$ cat src/hdl/mii_port_defs.vh
// Constants for the MII port block
// Assumes a 50 MHz ref_clk; link clocks are sampled, not used as clocks
// Behaviour
// - Transmit enable changes only on a rising edge of the PHY transmit clock.
// - The four transmit data lines change only on a transmit clock rising edge, one nibble per period.
// - Every management data bit in either direction is referenced to the rising management clock edge; the block ties neither mdio_out nor mgmt_data_in to mdc.
// - The management clock pin follows bit zero of the management control word, with no clock generation.
// - The management data pin carries serial frames both ways between controller and PHYs.
`ifndef MII_PORT_DEFS_VH
`define MII_PORT_DEFS_VH

// ----------------------------------------
// Management control word
// ----------------------------------------
`define MGMT_CLK_BIT     0
`define MGMT_OUT_BIT     1
`define MGMT_DIR_BIT     2
`define MGMT_CTRL_RESET  3'h0

// ----------------------------------------
// Timing
// ----------------------------------------
`define MDC_MAX_KHZ      2500
`define SYNC_STAGES      2

`endif

$ cat src/hdl/pin_sync.v
// Two-flop synchroniser bank for pins from outside the ref_clk domain
// Assumes inputs are asynchronous to ref_clk
`timescale 1ns/1ps
module pin_sync #(
	parameter WIDTH = 1
) (
	input  wire             ref_clk,
	input  wire             rst_n,
	input  wire [WIDTH-1:0] pin,
	output reg  [WIDTH-1:0] pin_sync_q
);
	reg [WIDTH-1:0] stage1;

	always @(posedge ref_clk or negedge rst_n) begin
		if (!rst_n) begin
			stage1     <= {WIDTH{1'b0}};
			pin_sync_q <= {WIDTH{1'b0}};
		end else begin
			stage1     <= pin;
			pin_sync_q <= stage1;
		end
	end
endmodule // pin_sync

$ cat src/hdl/mii_port.v
// MII port: nibble transmit and receive paths, carrier and collision, management pins
// Assumes TX_CLK and RX_CLK are free running and slow enough that a half period spans
// at least four ref_clk cycles, since every link edge is found by sampling
// Assumes the MAC holds tx_byte stable until tx_byte_ready pulses
// Assumes software paces the management clock through mgmt_ctrl
`timescale 1ns/1ps
`include "mii_port_defs.vh"
module mii_port (
	input  wire       ref_clk,
	input  wire       rst_n,
	// MAC transmit side
	input  wire [7:0] tx_byte,
	input  wire       tx_byte_valid,
	output reg        tx_byte_ready,
	// MAC receive side
	output reg  [7:0] rx_byte,
	output reg        rx_byte_valid,
	output reg        rx_frame_active,
	output reg        rx_odd_nibble,
	// Status towards MAC
	output reg        carrier_sense,
	output reg        collision,
	// Management control word from software and sampled data bit back
	input  wire [2:0] mgmt_ctrl,
	output reg        mgmt_data_in,
	// PHY pins
	input  wire       tx_clk,
	output reg        tx_en,
	output reg  [3:0] txd,
	input  wire       rx_clk,
	input  wire       rx_dv,
	input  wire [3:0] rxd,
	input  wire       crs,
	input  wire       col,
	output reg        mdc,
	input  wire       mdio_in,
	output reg        mdio_out,
	output reg        mdio_oe
);
	// ----------------------------------------
	// Synchronise every pin input
	// ----------------------------------------
	// Pin order in the synchroniser bank, high bit first
	wire [9:0] pin_bundle = {tx_clk, rx_clk, rx_dv, rxd, crs, col, mdio_in};
	wire [9:0] sync_q;

	pin_sync #(
		.WIDTH(10)
	) u_sync (
		.ref_clk   (ref_clk),
		.rst_n     (rst_n),
		.pin       (pin_bundle),
		.pin_sync_q(sync_q)
	);

	wire       tx_clk_s = sync_q[9];
	wire       rx_clk_s = sync_q[8];
	wire       rx_dv_s  = sync_q[7];
	wire [3:0] rxd_s    = sync_q[6:3];
	wire       crs_s    = sync_q[2];
	wire       col_s    = sync_q[1];
	wire       mdio_s   = sync_q[0];

	// ----------------------------------------
	// Link clock edges
	// ----------------------------------------
	// A link clock that is high when reset ends would otherwise look like a
	// fresh rise before the delay flops hold a real sample
	reg [1:0] settle;
	wire      edges_armed = (settle == 2'h3);

	always @(posedge ref_clk or negedge rst_n) begin
		if (!rst_n) begin
			settle <= 2'h0;
		end else if (!edges_armed) begin
			settle <= settle + 2'h1;
		end
	end

	reg tx_clk_d;
	reg rx_clk_d;

	// Rises are seen two ref_clk cycles after the pin moves
	wire tx_rise = tx_clk_s & ~tx_clk_d & edges_armed;
	wire rx_rise = rx_clk_s & ~rx_clk_d & edges_armed;

	// ----------------------------------------
	// Transmit path
	// ----------------------------------------
	localparam TX_IDLE = 3'b001;
	localparam TX_LOW  = 3'b010;
	localparam TX_HIGH = 3'b100;

	reg [2:0] tx_state;
	reg [3:0] tx_hi_nib;

	// Nibbles change about three ref_clk cycles after tx_clk rises, a whole link
	// period less those cycles before the PHY samples them on the next rise
	always @(posedge ref_clk or negedge rst_n) begin
		if (!rst_n) begin
			tx_clk_d      <= 1'b0;
			tx_state      <= TX_IDLE;
			tx_en         <= 1'b0;
			txd           <= 4'h0;
			tx_hi_nib     <= 4'h0;
			tx_byte_ready <= 1'b0;
		end else begin
			tx_clk_d      <= tx_clk_s;
			tx_byte_ready <= 1'b0;
			if (tx_rise) begin
				case (tx_state)
				TX_IDLE, TX_HIGH: begin
					if (tx_state == TX_HIGH) begin
						txd   <= tx_hi_nib;
						tx_en <= 1'b1;
						tx_state <= TX_LOW;
					end else if (tx_byte_valid) begin
						txd           <= tx_byte[3:0];
						tx_hi_nib     <= tx_byte[7:4];
						tx_en         <= 1'b1;
						tx_byte_ready <= 1'b1;
						tx_state      <= TX_HIGH;
					end else begin
						tx_en <= 1'b0;
						txd   <= 4'h0;
					end
				end
				TX_LOW: begin
					if (tx_byte_valid) begin
						txd           <= tx_byte[3:0];
						tx_hi_nib     <= tx_byte[7:4];
						tx_byte_ready <= 1'b1;
						tx_state      <= TX_HIGH;
					end else begin
						// No byte at a byte boundary ends the frame
						tx_en    <= 1'b0;
						txd      <= 4'h0;
						tx_state <= TX_IDLE;
					end
				end
				default: begin
					tx_en    <= 1'b0;
					tx_state <= TX_IDLE;
				end
				endcase
			end
		end
	end

	// ----------------------------------------
	// Receive path
	// ----------------------------------------
	reg       rx_have_low;
	reg [3:0] rx_low_nib;

	// rx_dv and rxd ride the same synchroniser as rx_clk, so one sample
	// holds a matched set of clock, valid and data
	always @(posedge ref_clk or negedge rst_n) begin
		if (!rst_n) begin
			rx_clk_d        <= 1'b0;
			rx_have_low     <= 1'b0;
			rx_low_nib      <= 4'h0;
			rx_byte         <= 8'h00;
			rx_byte_valid   <= 1'b0;
			rx_frame_active <= 1'b0;
			rx_odd_nibble   <= 1'b0;
		end else begin
			rx_clk_d      <= rx_clk_s;
			rx_byte_valid <= 1'b0;
			rx_odd_nibble <= 1'b0;
			if (rx_rise) begin
				rx_frame_active <= rx_dv_s;
				if (rx_dv_s) begin
					if (rx_have_low) begin
						rx_byte       <= {rxd_s, rx_low_nib};
						rx_byte_valid <= 1'b1;
						rx_have_low   <= 1'b0;
					end else begin
						rx_low_nib  <= rxd_s;
						rx_have_low <= 1'b1;
					end
				end else begin
					// Unpaired last nibble is dropped and flagged
					rx_odd_nibble <= rx_have_low;
					rx_have_low   <= 1'b0;
				end
			end
		end
	end

	// ----------------------------------------
	// Carrier and collision
	// ----------------------------------------
	// Re-timed only; the MAC decides what a collision means
	always @(posedge ref_clk or negedge rst_n) begin
		if (!rst_n) begin
			carrier_sense <= 1'b0;
			collision     <= 1'b0;
		end else begin
			carrier_sense <= crs_s;
			collision     <= col_s;
		end
	end

	// ----------------------------------------
	// Management pins
	// ----------------------------------------
	// Software makes every mdc edge itself and must keep it slow enough;
	// there is no divider here
	always @(posedge ref_clk or negedge rst_n) begin
		if (!rst_n) begin
			mdc          <= 1'b0;
			mdio_out     <= 1'b0;
			mdio_oe      <= 1'b0;
			mgmt_data_in <= 1'b0;
		end else begin
			mdc          <= mgmt_ctrl[`MGMT_CLK_BIT];
			mdio_out     <= mgmt_ctrl[`MGMT_OUT_BIT];
			mdio_oe      <= mgmt_ctrl[`MGMT_DIR_BIT];
			mgmt_data_in <= mdio_s;
		end
	end
endmodule // mii_port

$ cat config.mk
export PLATFORM = sky130hd
export DESIGN_NAME = mii_port
export DESIGN_NICKNAME = d
export VERILOG_FILES = /design/src/hdl/pin_sync.v /design/src/hdl/mii_port.v
export VERILOG_INCLUDE_DIRS = /design/src /design/src/hdl
export SDC_FILE = /design/constraint.sdc
export NUM_CORES = 1
export LEC_CHECK = 0
export ABC_CLOCK_PERIOD_IN_PS = 1750
export BUFFER_PORTS_ARGS = -buffer_cell sky130_fd_sc_hd__buf_2
export CORE_MARGIN = 5
export CORE_UTILIZATION = 47
export DETAILED_ROUTE_END_ITERATION = 16
export GPL_ROUTABILITY_DRIVEN = 0
export PLACE_DENSITY = 0.78
export SYNTH_ARGS = -nofsm -noshare
export SYNTH_HDL_FRONTEND = slang
export SYNTH_SLANG_ARGS = --single-unit
$ cat constraint.sdc
create_clock -name ref_clk -period 1.75 [get_ports ref_clk]
set_input_delay 0.35 -clock ref_clk [delete_from_list [all_inputs] [get_ports ref_clk]]
set_output_delay 0.35 -clock ref_clk [all_outputs]
set_load 0.02 [all_outputs]
Word-level counts from Yosys, hierarchy flattened --
Cells that the tools add are included.
Storage, ports and cells: output and inout port bits 23, register bits after elaboration 59
Operators by class: mux-type cells 24, equal/unequal tests 7, reductions and logical operators 8, add/sub/neg operators 1, bitwise operators 7
Operators by type and width (number):
- 4-bit two-way mux | 4
- 4-bit one-hot mux with 2 select lines | 2
- 1-bit two-way mux | 12
- 3-bit two-way mux | 3
- 3-bit AND reduction | 3
- 3-bit one-hot mux with 2 select lines | 1
- 2-bit AND reduction | 3
- 1-bit bitwise AND | 4
- 2-bit != test (second input constant) | 2
- 1-bit one-hot mux with 2 select lines | 2
- 3-bit by 1-bit == test with 1-bit output (second input constant) | 1
- 3-bit by 2-bit == test with 1-bit output (second input constant) | 1
- 3-bit == test (second input constant) | 1
- 3-bit != test (second input constant) | 1
- 1-bit NOT | 3
- 2-bit by 1-bit adder with 2-bit output (second input constant) | 1
- 2-bit == test (second input constant) | 1
- 2-bit nonzero test | 1
- 2-bit OR reduction | 1

Longest topological paths before layout --
depth after elaboration 4, gate-level depth with buffers 5

Hierarchy --
A second synthesis with hierarchy kept.
Second synthesis, totals: cells, all modules 124, area, all modules 2037.0 µm²
By module, submodules not included:
- mii_port | sequential area each 977.2 µm², cells an instance 104, times used 1, area an instance 1536.5 µm²
- pin_sync | sequential area each 500.5 µm², cells an instance 20, times used 1, area an instance 500.5 µm²

Worst setup path before layout --
Ideal clock, no wire load.
kind register to register, start point register settle[0], end point register tx_hi_nib[0], path slack 126 ps, stages on the path, launching flop included 6, arrival time 1500 ps, data required time 1625 ps, cell sequence dfrtp_1 > ha_1 > buf_2 > nand3b_2 > nor3b_4 > mux2_2
On the way: cells in the longest elaborated chain, start to end 3
Ends and longest elaborated chain:
- from (decl) | RTL line mii_port.v:69 | reg [1:0] settle;
- from (signal assigned) | RTL line mii_port.v:76 | settle <= settle + 2'h1;
- 2-bit == test | RTL line mii_port.v:70 | wire edges_armed = (settle == 2'h3);
- 1-bit bitwise AND | RTL line mii_port.v:84 | wire tx_rise = tx_clk_s & ~tx_clk_d & edges_armed;
- 3-bit AND reduction (no source line)
- to (signal assigned) | RTL line mii_port.v:119 | tx_hi_nib <= tx_byte[7:4];
- to (signal assigned) | RTL line mii_port.v:131 | tx_hi_nib <= tx_byte[7:4];
- to (decl) | RTL line mii_port.v:95 | reg [3:0] tx_hi_nib;
Every way passes these cells. A chain may end at the register's enable or synchronous reset.

Worst setup path after layout --
start point register tx_state[0], end point register txd[3]
On the way: cells in the longest elaborated chain, start to end 4, elaborated cells on any way between the ends 8, those cells by class eq/ne: 3; mux: 2; reduce/logical: 3
Ends and longest elaborated chain:
- from (decl) | RTL line mii_port.v:94 | reg [2:0] tx_state;
- from (signal assigned) | RTL line mii_port.v:102 | tx_state <= TX_IDLE;
- from (signal assigned) | RTL line mii_port.v:116 | tx_state <= TX_LOW;
- from (signal assigned) | RTL line mii_port.v:122 | tx_state <= TX_HIGH;
- 3-bit == test or 3-bit by 1-bit == test with 1-bit output (tied branches) | RTL line mii_port.v:111, mii_port.v:113
- 2-bit OR reduction | RTL line mii_port.v:111 | case (tx_state)
- 2-bit nonzero test (no source line)
- 2-bit AND reduction (no source line)
- to (signal assigned) | RTL line mii_port.v:114 | txd <= tx_hi_nib;
- to (signal assigned) | RTL line mii_port.v:118 | txd <= tx_byte[3:0];
- to (signal assigned) | RTL line mii_port.v:130 | txd <= tx_byte[3:0];
- to (decl) | RTL line mii_port.v:29 | output reg [3:0] txd,
Several ways; a longest one is shown, not always the timed one.

==> impl_metrics.ini <==
[finish]
diodes = 0
n_fill_cell = 347
layout_commonest_cell = dfrtp_1
final_cells = 241
area_growth_pct = 27.70
final_area_um2 = 2601
nets = 209
utilization_pct = 61.00
layout_common_cells = 58 x dfrtp_1, 46 x buf_2, 22 x mux2_2
drive_above_1_share_pct = 49.21

[routing]
viasPerCell = 4.772
vias = 1150
drt_first_pass_iters = 4
wl_um = 3377
drt_iter0_markers = 46
drc_errors = 0
wl_per_cell_um = 14.01
ant_nets = 0

[worst_setup_path]
critical_path_class = reg2reg
rrSetupSlack_ns = 0.14
worst-endpoint-required_ns = 1.95
path_cells = xnor2_1, a211oi_4, mux2_2
worstReg2RegStart = tx_state[0]
r2r_end = txd[3]
max_stage_delay_ns = 0.58
cp-start-kind = flip-flop
cp_slowest_cell = dfstp_2
path_max_fanout = 6
cp-end-kind = flip-flop
r2r_cells = 3
cp_data_arrival_time_ns = 1.81

[grt]
overflow = 0
grt_pass1_wl_um = 5575
grt_use_total_pct = 13.56
antenna_found_initial = 0
grt_max_degree = 60
grt_pass1_vias = 1204

[logic_synthesis]
syn_area_um2 = 2037
synthFlopType = dfrtp_1
synthTopCellsByArea = dfrtp_1 71%, mux2_2 12%, mux2i_1 2.0%, inv_1 1.5%, dfstp_2 1.3%
ys_seq_area_share_pct = 72.54
post-synth-top-area-cell = dfrtp_1
yosysWarnings = 0
yosysTopAreaCellShare_pct = 71.25
synth.avg_cell_area_um2 = 16.43
synth_edf_count = 0
async_reset_ff_share_pct = 100.0
syn_inst = 124
syn_nets = 149
synth_seq_cells = 59
synth.distinct_cells = 29

[die]
ioPinCount = 47
die_x_um = 75.83
core_area_um2 = 4264
start_util_pct = 47.77
die_area_um2 = 5750
num_rows = 24
die_y_um = 75.83

[power]
switching_share_pct = 27.48
peakVddDrop_mv = 1.033
comb_power_share_pct = 20.9
p_leak_nw = 1.303
pwr-share-seq_pct = 45.2
p_sw_mw = 1.104
power_density_nw_per_um2 = 1544
pwr-share-clk_pct = 33.9
finalPower_mw = 4.017
p_int_mw = 2.913

[timing]
max_slew.worst_pin.slew_ns = 0.4618
grt_setup_unrepaired = false
finalSetupViolations = 0
clock_skew_ns = 0.006705
drv_slew = 0
fin_crit_sh_pct = 92.04
fmax_mhz = 620.8
hold_slack_ns = 0.01874
tns_ns = 0
hold_viol_final = 0
relSlewSlack_pct = 68.99
finalCriticalPeriod_ns = 1.611
worst_slack_ns = 0.1392

[place]
portBuffers = 46
dp.cells = 225
placed_cell_area_um2 = 2374
place_hpwl_um = 2478
dp_slack_ns = 0.1335

[min_path]
hp-class = in2async

[clocking]
cts_tree = built
cts_buffers = 9
clockRootBuffer = clkbuf_8
post_cts_buffers = 0
h-tree-depth = 3
cts_sinks = 59
clockBufferDepth = 2
path_clk_slew_ns = 0.06
cts_hold_buf = 0
clk_latency_ns = 0.31
cts_resized = 0

[run_status]
status = finished clean

[job]
maxCapViolCount = 0
==> final cells by class <==
cell class	instances	area [um^2]	area share, %
sequential	59	1478	56.81
clock buffer	12	155.1	5.964
clock inverter	4	72.57	2.790
inverter	8	30.03	1.154
timing repair buffer	51	280.3	10.77
multi-input combinational	55	520.5	20.01
tap	52	65.06	2.501
==> worst max-delay path: cells and delay by family, from the launching register on <==
kind / cells / cell delay [ns]
muxes: 1 / 0.38
AOI/OAI and AO/OA: 1 / 0.37
xor gates and xnor gates: 1 / 0.17
DFF: 1 / 0.58
==> how the worst max path moves through the flow <==
stage	slack, ns	startpoint	depth (start not counted)	end
6_report	0.14	tx_state[0]	3	txd[3]
5_1_grt	0.05	settle[0]	4	rx_low_nib[2]
4_1_cts	0.13	settle[0]	4	tx_hi_nib[0]
3_5_place_dp	0.13	tx_state[0]	3	txd[3]
3_3_place_gp	0.17	settle[0]	4	tx_hi_nib[2]
2_1_floorplan	0.13	settle[0]	5	tx_hi_nib[0]
==> power by group through the flow <==
stage | registers (mW) | logic, mW | clock network (mW)
after floorplan | 1.99 | 0.385 | 0
after global placement | 1.81 | 0.827 | 0
after detailed placement | 1.84 | 0.857 | 0
after CTS | 1.81 | 0.858 | 1.41
after global routing | 1.85 | 0.908 | 1.47
final | 1.81 | 0.840 | 1.36
==> cells in the mapped netlist, types with 2 or more instances <==
cell type   n
a21o_1      3
dfrtp_1    58
inv_1       8
mux2_2     22
mux2i_1     4
nand2_1     4
nor2b_1     2
xnor2_1     2
==> per-layer routing <==
metal  GRT usage (%)  routed length (um)  vias to the layer above
met3           6.069                 343                        2
met2           19.87                1646                       44
met1           17.19                1366                      561
li1                -                   -                      543
met5               0                   0                        -
met4           6.408                  21                        0
==> state kept, by name (all words and copies together) (netlist names), 2 cells and up <==
register / flops
rx_byte: 8
rx_low_nib: 4
settle: 2
tx_hi_nib: 4
tx_state: 3
txd: 4
u_sync.pin_sync_q: 10
u_sync.stage1: 10
==> logic make-up after synthesis <==
logic type | Yosys count | share of synthesized area, %
adder cells (fa/ha/maj) | 1 | 0.6142
flip-flops | 59 | 72.54
buffers and inverters | 10 | 1.904
AND/OR/NAND/NOR | 16 | 5.774
AO/OA/AOI/OAI | 10 | 4.177
XOR/XNOR | 2 | 0.8601
multiplexers | 26 | 14.13
No activity file was read; power rests on OpenSTA's default activity.
